==> config.mk <==
export PLATFORM = sky130hd
export DESIGN_NAME = async_serial
export DESIGN_NICKNAME = d
export VERILOG_FILES = /design/src/serial_pkg.sv /design/src/serial_tick.sv /design/src/async_serial.sv
export VERILOG_INCLUDE_DIRS = /design/src
export SDC_FILE = /design/constraint.sdc
export NUM_CORES = 1
export LEC_CHECK = 0
export BUFFER_PORTS_ARGS = -buffer_cell sky130_fd_sc_hd__buf_2
export CORE_AREA = 2 2 148 165
export DETAILED_ROUTE_END_ITERATION = 16
export DIE_AREA = 0 0 150 167
export HOLD_SLACK_MARGIN = 0.1
export REMOVE_ABC_BUFFERS = 1
export SETUP_SLACK_MARGIN = 0.1
export SYNTH_ARGS = -nofsm -noshare
export SYNTH_HDL_FRONTEND = slang
export SYNTH_SLANG_ARGS = --single-unit
==> constraint.sdc <==
create_clock -name clk -period 2.79 [get_ports clk]
set_clock_uncertainty 0.1 [all_clocks]
set_input_delay 0.1395 -clock clk [delete_from_list [all_inputs] [get_ports clk]]
set_output_delay 0.1395 -clock clk [all_outputs]
set_load 0.03 [all_outputs]
==> src/serial_map.svh <==
/*
  Register offsets, field positions, reset values and timing constants
  for the asynchronous serial port.
  Assumes inclusion by bare name from the design files.
*/
`ifndef SERIAL_MAP_SVH
`define SERIAL_MAP_SVH

// =====================================================================
// Register word offsets (byte addresses on a 32-bit Wishbone bus)
`define REG_DATA 4'h0
`define REG_STATUS 4'h4
`define REG_CTRL 4'h8
`define REG_BAUD 4'hC

// =====================================================================
// Status bit positions
`define ST_RX_FULL 7
`define ST_ADDR 6
`define ST_TX_FULL 3
`define ST_TX_BUSY 2
`define ST_RX_IRQ 1
`define ST_TX_IRQ 0

// =====================================================================
// Control bit positions
`define CT_IRQ_EN 0
`define CT_SEVEN 1
`define CT_SAMPLE8 2
`define CT_ADDR_EN 3

// =====================================================================
// Reset values and counts
`define CTRL_RESET 8'h00
`define MASK_RESET 8'hFF
`define BAUD_RESET 16'h0000
`define OVS16 5'h10
`define OVS8 5'h08
`define BITS8 4'h8
`define BITS7 4'h7

`endif

==> src/serial_pkg.sv <==
/*
  Types shared by the serial port files.
  Assumes serial_map.svh supplies numeric constants.
*/
package serial_pkg;
  // Receiver states
  typedef enum logic [2:0] {RX_IDLE, RX_START, RX_DATA, RX_ADDR, RX_STOP} rx_state_t;
  // Transmitter states
  typedef enum logic [1:0] {TX_IDLE, TX_SHIFT} tx_state_t;
endpackage : serial_pkg

==> src/serial_tick.sv <==
/*
  Sample clock tick generator: one-cycle pulse every divisor+1 clocks.
  Assumes a single clock and synchronous active-high reset.
*/
`timescale 1ns/1ps
`include "serial_map.svh"

module serial_tick #(
  parameter int WIDTH = 16
) (
  // Clock and reset
  input wire logic clk,
  input wire logic srst,
  // Divisor
  input wire logic [WIDTH-1:0] divisor,
  // Sample clock pulse
  output logic tick
);
  // =====================================================================
  // Divider counter
  logic [WIDTH-1:0] count; // Counts down to zero
  logic [WIDTH-1:0] next_count; // Next counter value

  // Reload on zero, else count down
  always_comb begin
    if (count == '0) begin
      next_count = divisor;
    end else begin
      next_count = count - 1'b1;
    end
  end

  // Register counter
  always_ff @(posedge clk) begin
    if (srst) begin
      count <= '0;
    end else begin
      count <= next_count;
    end
  end

  assign tick = (count == '0);
endmodule : serial_tick

==> src/async_serial.sv <==
/*
  Asynchronous serial port: double-buffered transmitter, oversampling
  receiver with address bit, two request flip-flops and one shared
  interrupt line, Wishbone classic slave register file.
  Assumes rx_line is already synchronous to clk; one clock domain.
*/
`timescale 1ns/1ps
`include "serial_map.svh"

module async_serial (
  // Clock and reset
  input wire logic clk,
  input wire logic srst,
  // Wishbone classic slave
  input wire logic cyc_i,
  input wire logic stb_i,
  input wire logic we_i,
  input wire logic [3:0] adr_i,
  input wire logic [3:0] sel_i,
  input wire logic [31:0] dat_i,
  output logic [31:0] dat_o,
  output logic ack_o,
  // Serial line
  input wire logic rx_line,
  output logic tx_line,
  // Interrupt
  output logic irq
);
  // =====================================================================
  // Bus decode
  logic req; // New access this cycle
  logic wr_data, wr_status, wr_ctrl, wr_baud, rd_data;
  assign req = cyc_i && stb_i && !ack_o;
  assign wr_data = req && we_i && sel_i[0] && adr_i == `REG_DATA;
  assign wr_status = req && we_i && adr_i == `REG_STATUS;
  assign wr_ctrl = req && we_i && sel_i[0] && adr_i == `REG_CTRL;
  assign wr_baud = req && we_i && adr_i == `REG_BAUD;
  assign rd_data = req && !we_i && adr_i == `REG_DATA;

  // =====================================================================
  // Configuration registers
  logic [7:0] ctrl, next_ctrl; // Control bits
  logic [15:0] baud, next_baud; // Sample clock divisor
  logic [7:0] irq_mask, next_irq_mask; // Status interrupt mask bits

  // Byte-lane writes; mask rides in byte 1 of control
  always_comb begin
    next_ctrl = ctrl;
    next_baud = baud;
    next_irq_mask = irq_mask;
    if (wr_ctrl) begin
      next_ctrl = dat_i[7:0];
    end
    if (req && we_i && sel_i[1] && adr_i == `REG_CTRL) begin
      next_irq_mask = dat_i[15:8];
    end
    if (wr_baud) begin
      if (sel_i[0]) begin
        next_baud[7:0] = dat_i[7:0];
      end
      if (sel_i[1]) begin
        next_baud[15:8] = dat_i[15:8];
      end
    end
  end

  // Register configuration
  always_ff @(posedge clk) begin
    if (srst) begin
      ctrl <= `CTRL_RESET;
      baud <= `BAUD_RESET;
      irq_mask <= `MASK_RESET;
    end else begin
      ctrl <= next_ctrl;
      baud <= next_baud;
      irq_mask <= next_irq_mask;
    end
  end

  // =====================================================================
  // Sample clock and baud clock
  logic tick; // Sample clock pulse
  serial_tick #(.WIDTH(16)) u_tick (
    .clk(clk),
    .srst(srst),
    .divisor(baud),
    .tick(tick)
  );

  logic [4:0] ovs; // Samples per bit
  assign ovs = ctrl[`CT_SAMPLE8] ? `OVS8 : `OVS16;
  logic [3:0] nbits; // Data bits per character
  assign nbits = ctrl[`CT_SEVEN] ? `BITS7 : `BITS8;

  // =====================================================================
  // Transmitter: shift register fed from one-deep data register.
  // Frame is start + data + optional address + stop = 9 to 11 bits.
  serial_pkg::tx_state_t tx_state, next_tx_state;
  logic [7:0] tx_hold, next_tx_hold; // Transmit data register
  logic tx_full, next_tx_full; // Data register holds a character
  logic [10:0] tx_shift, next_tx_shift; // Frame bits, LSB first
  logic [3:0] tx_left, next_tx_left; // Bits left in frame
  logic [4:0] tx_sub, next_tx_sub; // Sample ticks within bit
  logic tx_out, next_tx_out; // Line driver
  logic tx_empty_ev; // Data register emptied at start edge
  logic tx_idle_ev; // Transmitter went idle at stop end

  // Build a frame: start low, data, optional address bit, stop high
  // Eleven bits hold the longest frame: 8 data bits plus address bit
  function automatic logic [10:0] frame(input logic [7:0] d, input logic seven, input logic adr);
    if (seven) begin
      frame = adr ? {2'b11, 1'b0, d[6:0], 1'b0} : {3'b111, d[6:0], 1'b0};
    end else begin
      frame = adr ? {1'b1, 1'b0, d, 1'b0} : {2'b11, d, 1'b0};
    end
  endfunction : frame

  // Transmit sequencing
  always_comb begin
    logic load;
    load = 1'b0;
    next_tx_state = tx_state;
    next_tx_hold = tx_hold;
    next_tx_full = tx_full;
    next_tx_shift = tx_shift;
    next_tx_left = tx_left;
    next_tx_sub = tx_sub;
    next_tx_out = tx_out;
    tx_empty_ev = 1'b0;
    tx_idle_ev = 1'b0;
    case (tx_state)
      serial_pkg::TX_IDLE: begin
        next_tx_out = 1'b1;
        if (tick && tx_full) begin
          load = 1'b1;
        end
      end
      serial_pkg::TX_SHIFT: begin
        if (tick) begin
          if (tx_sub == ovs - 5'h01) begin
            next_tx_sub = '0;
            if (tx_left == 4'h1) begin
              // Trailing edge of stop bit
              if (tx_full) begin
                load = 1'b1;
              end else begin
                next_tx_state = serial_pkg::TX_IDLE;
                tx_idle_ev = 1'b1;
                next_tx_out = 1'b1;
              end
            end else begin
              next_tx_left = tx_left - 4'h1;
              next_tx_shift = {1'b1, tx_shift[10:1]};
              next_tx_out = tx_shift[1];
            end
          end else begin
            next_tx_sub = tx_sub + 5'h01;
          end
        end
      end
      default: begin
        next_tx_state = serial_pkg::TX_IDLE;
      end
    endcase
    if (load) begin
      // Start bit leading edge empties the data register
      next_tx_state = serial_pkg::TX_SHIFT;
      next_tx_shift = frame(tx_hold, ctrl[`CT_SEVEN], ctrl[`CT_ADDR_EN]);
      next_tx_left = nbits + 4'h2 + {3'h0, ctrl[`CT_ADDR_EN]};
      next_tx_sub = '0;
      next_tx_out = 1'b0;
      next_tx_full = 1'b0;
      tx_empty_ev = 1'b1;
    end
    if (wr_data) begin
      next_tx_hold = dat_i[7:0];
      next_tx_full = 1'b1;
    end
  end

  // Register transmitter
  always_ff @(posedge clk) begin
    if (srst) begin
      tx_state <= serial_pkg::TX_IDLE;
      tx_hold <= 8'h00;
      tx_full <= 1'b0;
      tx_shift <= 11'h7FF;
      tx_left <= 4'h0;
      tx_sub <= 5'h00;
      tx_out <= 1'b1;
    end else begin
      tx_state <= next_tx_state;
      tx_hold <= next_tx_hold;
      tx_full <= next_tx_full;
      tx_shift <= next_tx_shift;
      tx_left <= next_tx_left;
      tx_sub <= next_tx_sub;
      tx_out <= next_tx_out;
    end
  end
  assign tx_line = tx_out;

  // =====================================================================
  // Receiver: edge search on sample clocks, mid-bit sampling
  serial_pkg::rx_state_t rx_state, next_rx_state;
  logic rx_prev, next_rx_prev; // Line level at previous sample clock
  logic [4:0] rx_sub, next_rx_sub; // Sample ticks within bit
  logic [3:0] rx_cnt, next_rx_cnt; // Data bits received
  logic [7:0] rx_shift, next_rx_shift; // Receive shift register
  logic [7:0] rx_data, next_rx_data; // Receive data register
  logic rx_full, next_rx_full; // Status bit 7
  logic rx_addr, next_rx_addr; // Address bit seen
  logic rx_done; // Character moved to data register
  logic mid; // Sample point of current bit

  assign mid = tick && (rx_sub == ovs - 5'h01);

  // Receive sequencing
  always_comb begin
    next_rx_state = rx_state;
    next_rx_prev = tick ? rx_line : rx_prev;
    next_rx_sub = rx_sub;
    next_rx_cnt = rx_cnt;
    next_rx_shift = rx_shift;
    next_rx_data = rx_data;
    next_rx_full = rx_full;
    next_rx_addr = rx_addr;
    rx_done = 1'b0;
    // Clear first, so an address bit arriving in the same cycle wins
    if (wr_status && sel_i[0] && dat_i[`ST_ADDR]) begin
      next_rx_addr = 1'b0;
    end
    if (tick && rx_state != serial_pkg::RX_IDLE) begin
      next_rx_sub = mid ? 5'h00 : rx_sub + 5'h01;
    end
    case (rx_state)
      serial_pkg::RX_IDLE: begin
        if (tick && rx_prev && !rx_line) begin
          next_rx_state = serial_pkg::RX_START;
          next_rx_sub = {1'b0, ovs[4:1]} + 5'h01; // Half bit to centre
        end
      end
      serial_pkg::RX_START: begin
        if (mid) begin
          // Glitch rejection: a high centre is no start bit
          next_rx_state = rx_line ? serial_pkg::RX_IDLE : serial_pkg::RX_DATA;
          next_rx_cnt = 4'h0;
        end
      end
      serial_pkg::RX_DATA: begin
        if (mid) begin
          next_rx_shift = ctrl[`CT_SEVEN] ? {1'b0, rx_line, rx_shift[6:1]}
                                         : {rx_line, rx_shift[7:1]};
          next_rx_cnt = rx_cnt + 4'h1;
          if (rx_cnt + 4'h1 == nbits) begin
            next_rx_state = serial_pkg::RX_ADDR;
          end
        end
      end
      serial_pkg::RX_ADDR: begin
        if (mid) begin
          if (!rx_line) begin
            next_rx_addr = 1'b1;
            next_rx_state = serial_pkg::RX_STOP;
          end else begin
            rx_done = 1'b1;
            next_rx_state = serial_pkg::RX_IDLE;
          end
        end
      end
      serial_pkg::RX_STOP: begin
        if (mid) begin
          // Low stop is a framing fault; resync anyway
          rx_done = rx_line;
          next_rx_state = serial_pkg::RX_IDLE;
        end
      end
      default: begin
        next_rx_state = serial_pkg::RX_IDLE;
      end
    endcase
    if (rd_data) begin
      next_rx_full = 1'b0;
    end
    if (rx_done) begin
      next_rx_data = rx_shift;
      next_rx_full = 1'b1;
    end
  end

  // Register receiver
  always_ff @(posedge clk) begin
    if (srst) begin
      rx_state <= serial_pkg::RX_IDLE;
      rx_prev <= 1'b1;
      rx_sub <= 5'h00;
      rx_cnt <= 4'h0;
      rx_shift <= 8'h00;
      rx_data <= 8'h00;
      rx_full <= 1'b0;
      rx_addr <= 1'b0;
    end else begin
      rx_state <= next_rx_state;
      rx_prev <= next_rx_prev;
      rx_sub <= next_rx_sub;
      rx_cnt <= next_rx_cnt;
      rx_shift <= next_rx_shift;
      rx_data <= next_rx_data;
      rx_full <= next_rx_full;
      rx_addr <= next_rx_addr;
    end
  end

  // =====================================================================
  // Request flip-flops: receive set on rising edge of rx_done, transmit on each enabled event pulse
  logic rx_req, next_rx_req; // Receive request
  logic tx_req, next_tx_req; // Transmit request
  logic rx_cond_d; // Delayed receive condition for edge detect

  always_comb begin
    next_rx_req = rx_req;
    next_tx_req = tx_req;
    if (rd_data) begin
      next_rx_req = 1'b0;
    end
    if (wr_data || wr_status) begin
      next_tx_req = 1'b0;
    end
    // Edge of the transfer strobe keeps request and full flag in step
    if (rx_done && !rx_cond_d) begin
      next_rx_req = 1'b1;
    end
    if ((tx_empty_ev || tx_idle_ev) && ctrl[`CT_IRQ_EN]) begin
      next_tx_req = 1'b1;
    end
  end

  // Register requests; set wins over clear
  always_ff @(posedge clk) begin
    if (srst) begin
      rx_req <= 1'b0;
      tx_req <= 1'b0;
      rx_cond_d <= 1'b0;
    end else begin
      rx_req <= next_rx_req;
      tx_req <= next_tx_req;
      rx_cond_d <= rx_done;
    end
  end

  // Uncleared request keeps the line high while its irq_mask bit is set
  assign irq = (rx_req && irq_mask[`ST_RX_IRQ]) || (tx_req && irq_mask[`ST_TX_IRQ]);

  // =====================================================================
  // Read mux and ack
  logic [7:0] status; // Status register image
  always_comb begin
    status = 8'h00;
    status[`ST_RX_FULL] = rx_full;
    status[`ST_ADDR] = rx_addr;
    status[`ST_TX_FULL] = tx_full;
    status[`ST_TX_BUSY] = tx_state != serial_pkg::TX_IDLE;
    status[`ST_RX_IRQ] = rx_req;
    status[`ST_TX_IRQ] = tx_req;
  end

  logic [31:0] next_dat_o; // Read data
  logic next_ack; // Ack, one cycle per request
  always_comb begin
    next_ack = req;
    next_dat_o = 32'h0000_0000;
    if (req && !we_i) begin
      case (adr_i)
        `REG_DATA: next_dat_o = {24'h0, rx_data};
        `REG_STATUS: next_dat_o = {24'h0, status};
        `REG_CTRL: next_dat_o = {16'h0, irq_mask, ctrl};
        `REG_BAUD: next_dat_o = {16'h0, baud};
        default: next_dat_o = 32'h0000_0000;
      endcase
    end
  end

  // Register bus outputs
  always_ff @(posedge clk) begin
    if (srst) begin
      ack_o <= 1'b0;
      dat_o <= 32'h0000_0000;
    end else begin
      ack_o <= next_ack;
      dat_o <= next_dat_o;
    end
  end
endmodule : async_serial

==> reports/metrics.yaml, run 1 <==
run_status:
  outcome: "finished clean"
cts:
  clockBufferDepth: 2
  cts.sinks: 128
  cts_root_buf: "clkbuf_16"
  path_clk_slew_ps: 60
  cts_buffers: 17
  clk_latency_ps: 420
  cts_max_level: 4
  cts_setup_buffers: 0
  cts_tree: "yes"
global_routing:
  overflow: 0
  grt_pass1_wl_um: 23900
  grt_max_degree: 34
  antenna_found_initial: 0
  grt_pass1_vias: 4696
  grtUsageTotal: 0.120
setup_path:
  crit_family: "simple AND/OR/NAND/NOR gates"
  worstPathMaxFanout: 21
  cp_data_required_time_ps: 2980
  slowest_stage: "and4_1"
  crit_arrival_ps: 2540
  start_kind: "flip-flop"
  crit_chain: "inv_1 -> ha_1 -> nor2b_1 -> and4_1 -> nand2_1 -> buf_4 -> nor2_1 -> a211oi_1"
  slowest_delay_ps: 490
  cp_num_buf_inv: 2
  cp-end-kind: "flip-flop"
  criticalPathCategory: "reg -> reg"
finish:
  final_util: 0.308
  fillers: 2510
  num_antenna_cells: 0
  area_delta_synth_final_pct: 24.3
  drive_gt1_frac: 0.146
  stdcell_count: 1066
  nNetsFinal: 803
place:
  dp_slack_ps: 462
  dp_cells: 1012
  dpl.hpwl_um: 10100
  place.gp.congestion: 0.829
  numPortBuffers: 46
logic_synthesis:
  synthesis.instances: 685
  synthDistinctLibCells: 57
  ys_seq_area_frac: 0.443
  ys_seq_elements: 128
  ys.flop_type: "dfxtp_1"
  ys_async_sr_fraction: 0
  syn_area_mm2: 0.00578
  synth.avg_cell_area_um2: 8.44
  synth_edf_count: 0
  synth_warnings: 0
worst_hold_path:
  hold_class: "in -> reg"
detailed_routing:
  wl_um: 14800
  wl_per_cell_um: 13.8
  drt_first_pass_iters: 5
  vias_per_cell: 4.74
  ant_nets: 0
  drcViolationCount: 0
  drtIter0Drc: 382
  num_vias: 5057
power:
  powerDensity_mw_per_mm2: 767
  power.leakage_nw: 2.78
  ir_worst_vdd_v: 0.000468
timing:
  hold_viol: 0
  tightest_slew_ps: 721
  layout_setup_ws_ps: 442
  fin_crit_ps: 2350
  fin_crit_sh: 0.842
  fmax_ghz: 0.426
  drv_slew: 0
  rsz0062_at_grt: "false"
  setup_viol: 0
  slew_headroom: 0.518
flow_run:
  drv_cap: 0
floorplanning:
  num_rows: 59
  core_mm2: 0.0233
  die_x_um: 150
  die_h_um: 167
  top_level_ports: 81
  start_util: 0.248
  dieArea_mm2: 0.0251
[power breakdown]
group / internal [mW] / switching, mW
Sequential: 1.94 / 0.115
Combinational: 0.424 / 0.607
Clock: 1.58 / 0.841
Total: 3.94 / 1.56
[metrics by stage]
stage               power [mW]  TNS (ps)  hold WS (ps)  area, um2
detailed placement        3.10         0           275       6320
floorplan                 2.77     -6940           109       5530
global placement          3.09         0           274       6320
global route              5.76         0           179       7180
CTS                       5.56         0           119       7180
finish                    5.51         0           136       7180
[layout by cell type (no fill, tap or decap), types with 19 or more instances in the layout]
cell type	Yosys	layout
nand2_1	77	77
nor3_1	20	20
dfxtp_1	128	128
nand3_1	49	49
o21ai_0	19	19
mux2i_1	28	28
dlygate4sd3_1	0	22
buf_2	7	46
a22oi_1	23	23
a21oi_1	52	52
buf_4	16	19
nor2_1	84	84
[final timing paths]
path                                            startpoint                          to  slack [ps]  cells past startpoint
worst max-delay path            u_tick.count[0]$_SDFF_PP0_  u_tick.count[9]$_SDFF_PP0_         440                      8
worst min-delay path                                 stb_i        rx_full$_SDFFE_PP0P_         140                      6
worst max register to register  u_tick.count[0]$_SDFF_PP0_  u_tick.count[9]$_SDFF_PP0_         440                      8
worst min register to register        ctrl[5]$_SDFFE_PP0P_        ctrl[5]$_SDFFE_PP0P_         360                      2
[kinds of logic after synthesis]
kind of cell	count (synthesis)	share of synthesized area
AOI/OAI and AO/OA	136	0.151
xor gates and xnor gates	16	0.0243
adders and majority gates	9	0.0195
buffers and inverters	70	0.0600
DFF	128	0.443
muxes	28	0.0485
other	1	0.000649
and+or+nand+nor	297	0.253
[worst register-to-register path, cell delays in order, from the launching register on]
cell,delay (ps)
dfxtp_1,320
inv_1,60
ha_1,190
nor2b_1,200
and4_1,490
nand2_1,340
buf_4,320
nor2_1,140
a211oi_1,70
[repair_timing]
| action | 4_1_cts | 5_1_grt |
|---|---|---|
| hold buffers | 22 | 0 |
| endpoints found under the hold margin | 49 | 0 |
| gates resized for setup | 0 | 0 |
| endpoints found under the setup margin | 0 | 0 |
[cell usage after synthesis (3+ instances only)]
master      n  area, um2
a211oi_1   11       82.6
a21o_1      3       22.5
a21oi_1    52        260
a22oi_1    23        173
a311oi_1    4       35.0
a31oi_1     5       31.3
and2_1      6       37.5
and3_1      6       37.5
and3b_1     3       26.3
buf_2       7       35.0
buf_4      16        120
clkbuf_1   31        116
dfxtp_1   128       2560
ha_1        9        113
inv_1      12       45.0
mux2i_1    28        280
nand2_1    77        289
nand3_1    49        245
nand3b_1    4       30.0
nand4_1     5       31.3
nor2_1     84        315
nor2b_1     6       37.5
nor3_1     20        100
nor3b_1     3       22.5
nor4_1      4       25.0
nor4_2      3       37.5
o21ai_0    19       95.1
o311ai_0    7       61.3
or3_1       6       37.5
or4_1       3       22.5
xnor2_1     9       78.8
xor2_1      7       61.3
[cell type report]
cell class	instances	area (um2)	area share
inverter	12	45.0	0.00627
multi-input combinational	502	2960	0.412
sequential	128	2560	0.357
clock buffer	17	425	0.0592
timing repair buffer	87	593	0.0826
clock inverter	15	218	0.0303
tap	305	382	0.0531
[flip-flops by register name (all words and copies together) (netlist names), 4 cells and up]
| signal | cells |
|---|---|
| irq_mask | 8 |
| tx_left | 4 |
| rx_data | 8 |
| tx_shift | 9 |
| tx_sub | 5 |
| rx_sub | 5 |
| ctrl | 8 |
| dat_o | 16 |
| rx_cnt | 4 |
| tx_hold | 8 |
| u_tick.count | 16 |
| baud | 16 |
| rx_shift | 8 |
[layer usage]
| metal | global-route usage | up-vias | wire (um) |
|---|---|---|---|
| li1 | - | 2529 | - |
| met1 | 0.158 | 2399 | 6910 |
| met2 | 0.188 | 110 | 6950 |
| met3 | 0.0282 | 19 | 594 |
| met4 | 0.0484 | 0 | 300 |
| met5 | 0 | - | 0 |
(Power assumes the default switching activity.)
==> inputs of run 2 (changes only) <==
==> constraint.sdc (replaced) <==
create_clock -name clk -period 1.9 [get_ports clk]
set_clock_uncertainty 0.1 [all_clocks]
set_input_delay 0.095 -clock clk [delete_from_list [all_inputs] [get_ports clk]]
set_output_delay 0.095 -clock clk [all_outputs]
set_load 0.03 [all_outputs]
==> run 2 against run 1 <==
Net effect:
- the flow now finishes with violations (setup timing)
- sequential share of layout area is 6.1 points lower
- setup slack worse by 560 ps
- sequential power is 47% higher
- hold slack worse by 5.6 ps
- critical path type unchanged
- largest cell class unchanged
==> reports/metrics.yaml, run 2 (same netlist as run 1, synthesis figures left out) <==
run_status:
  outcome: "finished, violations left"
  violations: "setup timing"
setup_path:
  slowest_delay_ps: 610  # +120 ps
  cp_data_required_time_ps: 2150  # -830 ps
  cp-end-kind: "flip-flop"
  cp_num_buf_inv: 0  # -2
  criticalPathCategory: "reg -> reg"
  r2r_cells: 5  # -3
  timing.rr.end: "rx_sub[4]$_SDFF_PP0_"
  crit_arrival_ps: 2270  # -270 ps
  crit_family: "simple AND/OR/NAND/NOR gates"
  slowest_stage: "or4_4"
  rr_startpoint: "u_tick.count[12]$_SDFF_PP0_"
  worstPathMaxFanout: 4  # -81%
  r2r_slack_ps: -120  # -560 ps
  start_kind: "flip-flop"
  crit_chain: "or4_4 -> nor2_4 -> nand2_4 -> or4b_4 -> a211oi_2"
  critical_path.startpoint: "u_tick.count[12]$_SDFF_PP0_"
timing:
  setup_viol: 26  # +26
  layout_setup_ws_ps: -122  # -564 ps
  fmax_ghz: 0.495  # +16%
  drv_slew: 0  # unchanged
  slew_headroom: 0.636  # +0.117
  rsz0062_at_grt: "true"
  hold_ws_ps: 130  # -5.63 ps
  tightest_slew_ps: 547  # -174 ps
  fin_crit_sh: 1.06  # +0.222
  fin_crit_ps: 2020  # -326 ps
  hold_viol: 0  # unchanged
floorplanning:
  die_h_um: 167  # unchanged
  top_level_ports: 81  # unchanged
  die_x_um: 150  # unchanged
  dieArea_mm2: 0.0251  # unchanged
  num_rows: 59  # unchanged
  core_mm2: 0.0233  # unchanged
  start_util: 0.248  # unchanged
place:
  dp_slack_ps: -278  # -740 ps
  placed_cell_area_mm2: 0.00681  # +7.7%
  dpl.hpwl_um: 10900  # +8.1%
  numPortBuffers: 46  # unchanged
  place.gp.congestion: 0.825  # -0.49%
  dp_cells: 1072  # +5.9%
worst_hold_path:
  worstHoldStart: "adr_i[2]"
  min_to: "dat_o[4]$_SDFF_PP0_"
  whs_path_depth: 5  # -1
  hold_class: "in -> reg"
finish:
  fillers: 2334  # -7.0%
  top_regs: "baud x16, dat_o x16, u_tick.count x16"
  final_util: 0.374  # +0.0658
  layout.cells.most_common: "dfxtp_1"
  nNetsFinal: 895  # +11%
  multi_input_area_mm2: 0.00360  # +22%
  area_delta_synth_final_pct: 50.8
  mostFrequentLayoutCells: "116 x dfxtp_1, 72 x buf_4, 64 x nand2_1"
  stdcell_count: 1158  # +8.6%
  num_antenna_cells: 0  # unchanged
  regArea_mm2: 0.00258  # +0.68%
  drive_gt1_frac: 0.356  # +0.211
  design_area_mm2: 0.00871  # +21%
power:
  switching_share: 0.310  # +0.0259
  powerDensity_mw_per_mm2: 1110  # +45%
  p_sw_mw: 3.00  # +92%
  ir_worst_vdd_v: 0.000758  # +62%
  power.leakage_nw: 3.38  # +22%
  seqPwrFrac: 0.311  # -0.063
  combPwrFrac: 0.345  # +0.158
  internal-power_mw: 6.69  # +70%
  power_frac_clock: 0.344  # -0.095
global_routing:
  grtUsageTotal: 0.133  # +0.0132
  overflow: 0  # unchanged
  grt_pass1_vias: 5191  # +11%
  antenna_found_initial: 0  # unchanged
  grt_max_degree: 52  # +53%
  grt_pass1_wl_um: 26400  # +11%
cts:
  clk_latency_ps: 420  # about the same
  cts_buffers: 17  # unchanged
  cts_root_buf: "clkbuf_16"
  clockBufferDepth: 2  # unchanged
  cts.sinks: 128  # unchanged
  cts_tree: "yes"
  path_clk_slew_ps: 60  # about the same
  cts_max_level: 4  # unchanged
detailed_routing:
  wl_per_cell_um: 15.0  # +8.4%
  drt_first_pass_iters: 5  # unchanged
  num_vias: 5560  # +9.9%
  wl_um: 17400  # +18%
  ant_nets: 0  # unchanged
  vias_per_cell: 4.80  # +1.2%
  drtIter0Drc: 411  # +7.6%
  drcViolationCount: 0  # unchanged
flow_run:
  drv_cap: 0  # unchanged
-- run 2: per-layer routing --
layer / wire length, um / global-route usage / up-vias
met5: 0 / 0 / -
met4: 513 / 0.0603 / 0
met3: 525 / 0.0301 / 39
met2: 8440 / 0.214 / 114
met1: 7890 / 0.170 / 2691
li1: - / - / 2716
-- run 2: timing repair --
item	in CTS	in global routing
cloned	3	3
gates resized for setup	74	122
pin swaps	30	37
buffers inserted	10	18
hold buffers	23	0
hold endpoints to repair	52	0
setup endpoints to repair	74	70
-- run 2: final cells by class --
class | instances | area share
Sequential cell | 128 | 0.296
Clock inverter | 12 | 0.0161
Clock buffer | 20 | 0.0524
Multi-Input combinational cell | 504 | 0.413
Inverter | 12 | 0.00517
Tap cell | 305 | 0.0438
Timing Repair Buffer | 177 | 0.173
-- run 2: worst reg2reg max path: stages (launching register included) --
cell	delay (ps)
dfxtp_2	310
or4_4	610
nor2_4	150
nand2_4	80
or4b_4	520
a211oi_2	180
-- run 2: power by group through the flow --
stage | combinational [mW] | sequential, mW | clock [mW]
final | 3.34 | 3.02 | 3.33
after global routing | 3.56 | 3.03 | 3.48
after CTS | 2.31 | 2.98 | 3.36
after detailed placement | 1.92 | 3.01 | 0
after global placement | 1.89 | 3.02 | 0
after floorplan | 1.03 | 3.04 | 0
-- run 2: worst max path at each step --
stage                                          to  slack (ps)  depth (start not counted)
after floorplan             baud[10]$_SDFFE_PP0P_       -1450                          4
after global placement     tx_sub[1]$_SDFFE_PP0P_        -270                          6
after detailed placement   tx_sub[1]$_SDFFE_PP0P_        -280                          8
after CTS                    rx_sub[3]$_SDFF_PP0_        -100                          5
after global routing      rx_data[4]$_SDFFE_PP0P_        -210                          7
final                        rx_sub[4]$_SDFF_PP0_        -120                          5
-- run 2: per-stage QoR --
step                      power, mW  setup TNS [ps]
final                          9.69           -1690
after global routing           10.1           -4920
after detailed placement       4.93          -13690
after CTS                      8.65           -1330
after floorplan                4.07          -58140
after global placement         4.91          -13290
==> inputs of run 3 (changes only) <==
--- a/config.mk
+++ b/config.mk
@@ -6,11 +6,12 @@
 export SDC_FILE = /design/constraint.sdc
 export NUM_CORES = 1
 export LEC_CHECK = 0
-export BUFFER_PORTS_ARGS = -buffer_cell sky130_fd_sc_hd__buf_2
-export CORE_AREA = 2 2 148 165
+export CORE_AREA = 2 2 106 118
 export DETAILED_ROUTE_END_ITERATION = 16
-export DIE_AREA = 0 0 150 167
+export DIE_AREA = 0 0 108 120
+export DONT_BUFFER_PORTS = 1
 export HOLD_SLACK_MARGIN = 0.1
+export PLACE_DENSITY = 0.67
 export REMOVE_ABC_BUFFERS = 1
 export SETUP_SLACK_MARGIN = 0.1
 export SYNTH_ARGS = -nofsm -noshare
==> run 3 against run 2 <==
Net effect:
- the flow finishes with violations (hold timing, setup timing)
- core utilization up 33 points
- first-iteration DRC count up 37%
- via count is 2.6% higher
- die area is 48% lower
- clock power is 5% higher
==> reports/metrics.yaml, run 3 (same netlist as run 1, synthesis figures left out) <==
detailed_routing:
  m1WireLength_um: 7110  # -9.9%
  drcViolationCount: 0  # unchanged
  wl_met3_um: 1240  # +140%
  top_layer_used: "met4"
  wl_met2_um: 9430  # +12%
  ant_nets: 0  # unchanged
  vias_per_cell: 5.94  # +24%
  num_vias: 5707  # +2.6%
  drt_first_pass_iters: 6  # +1
  wl_um: 18300  # +5.6%
  wl_per_cell_um: 19.1  # +27%
  drtIter0Drc: 564  # +37%
global_routing:
  grtUsageTotal: 0.273  # +0.140
  grt_max_degree: 92  # +77%
  overflow: 0  # unchanged
  grt_pass1_wl_um: 27800  # +5.2%
  grt_pass1_vias: 5532  # +6.6%
  antenna_found_initial: 0  # unchanged
floorplanning:
  die_x_um: 108  # -28%
  die_h_um: 120  # -28%
  core_mm2: 0.0118  # -49%
  top_level_ports: 81  # unchanged
  start_util: 0.489  # +0.241
  num_rows: 42  # -29%
  dieArea_mm2: 0.0130  # -48%
setup_path:
  cp-end-kind: "flip-flop"
  criticalPathCategory: "reg -> reg"
  slowest_delay_ps: 620  # about the same
  cp_data_required_time_ps: 2130  # -20 ps
  cp_num_buf_inv: 0  # unchanged
  critical_path.startpoint: "u_tick.count[14]$_SDFF_PP0_"
  crit_family: "simple AND/OR/NAND/NOR gates"
  start_kind: "flip-flop"
  r2r_slack_ps: -180  # -60 ps
  slowest_stage: "or4_4"
  crit_chain: "or4_4 -> nor2_4 -> nand2_4 -> or4_4 -> a311oi_2"
  worst_path_most_repeated_cell: "or4_4"
  crit_arrival_ps: 2310  # +40 ps
  worstPathMaxFanout: 5  # +1
  rr_startpoint: "u_tick.count[14]$_SDFF_PP0_"
cts:
  path_clk_slew_ps: 60  # about the same
  clk_latency_ps: 420  # about the same
  cts_tree: "yes"
  cts_max_level: 4  # unchanged
  clockBufferDepth: 2  # unchanged
  cts_root_buf: "clkbuf_16"
  cts_buffers: 17  # unchanged
  cts.sinks: 128  # unchanged
timing:
  slew_headroom: 0.635  # about the same
  fin_crit_ps: 2080  # +56.3 ps
  hold_viol: 90  # +90
  setup_viol: 60  # +130%
  fin_crit_sh: 1.09  # +0.0296
  fmax_ghz: 0.481  # -2.7%
  drv_slew: 0  # unchanged
  tightest_slew_ps: 543  # -3.49 ps
  layout_setup_ws_ps: -178  # -56.3 ps
  rsz0062_at_grt: "true"
  hold_ws_ps: -359  # -489 ps
run_status:
  outcome: "finished, violations left"
  violations: "hold timing, setup timing"
power:
  ir_worst_vdd_v: 0.000845  # +12%
  power.leakage_nw: 3.24  # -4.3%
  powerDensity_mw_per_mm2: 1180  # +6.5%
  p_total_mw: 9.91  # +2.3%
place:
  placed_cell_area_mm2: 0.00635  # -6.7%
  place.gp.congestion: 0.867  # +5.2%
  dpl.hpwl_um: 9940  # -8.8%
  dp_slack_ps: -234  # +43.4 ps
  numPortBuffers: 0  # -100%
flow_run:
  drv_cap: 0  # unchanged
finish:
  design_area_mm2: 0.00837  # -3.9%
  area_delta_synth_final_pct: 44.9
  final_util: 0.708  # +0.335
  top_regs: "baud x16, dat_o x16, u_tick.count x16"
  mostFrequentLayoutCells: "117 x dfxtp_1, 78 x buf_4, 67 x nor2_1"
  drive_gt1_frac: 0.349  # -0.00775
  fillers: 777  # -67%
  nNetsFinal: 848  # -5.3%
  layout.cells.most_common: "dfxtp_1"
  num_antenna_cells: 0  # unchanged
worst_hold_path:
  hold_class: "in -> reg"
  worstHoldStart: "srst"
## run 3: cell type report
type / instances / area, um2 / area share
Multi-Input combinational cell: 502 / 3680 / 0.440
Sequential cell: 128 / 2580 / 0.308
Timing Repair Buffer: 132 / 1240 / 0.148
Clock buffer: 17 / 425 / 0.0508
Clock inverter: 15 / 208 / 0.0248
Tap cell: 154 / 193 / 0.0230
Inverter: 12 / 45.0 / 0.00538
## run 3: path summary, 6_finish.rpt
check,cells past startpoint,end
worst max-delay path,5,rx_sub[3]$_SDFF_PP0_
worst min-delay path,1,ctrl[5]$_SDFFE_PP0P_
worst max register to register,5,rx_sub[3]$_SDFF_PP0_
worst min register to register,2,ctrl[4]$_SDFFE_PP0P_
## run 3: stage by stage
step,setup TNS [ps],std cells
2_1_floorplan,-58140,642
3_3_place_gp,-4330,872
3_5_place_dp,-9280,872
4_1_cts,-4270,948
5_1_grt,-11260,960
6_report,-5310,960
## run 3: layer usage
layer / vias up / GRT usage
met2: 255 / 0.461
met5: - / 0
met1: 2779 / 0.341
met3: 55 / 0.0559
met4: 0 / 0.101
li1: 2618 / -
## run 3: timing repair
item / in CTS / in global routing
endpoints found under the hold margin: 128 / 93
pin swaps: 41 / 35
cloned: 7 / 1
gates resized for setup: 135 / 87
hold buffers: 22 / 1
setup buffers: 16 / 12
setup endpoints to repair: 70 / 86
## run 3: power by group
group	switching (mW)	internal [mW]
combinational	1.70	1.70
clock	1.28	2.22
sequential	0.152	2.87
total	3.13	6.78
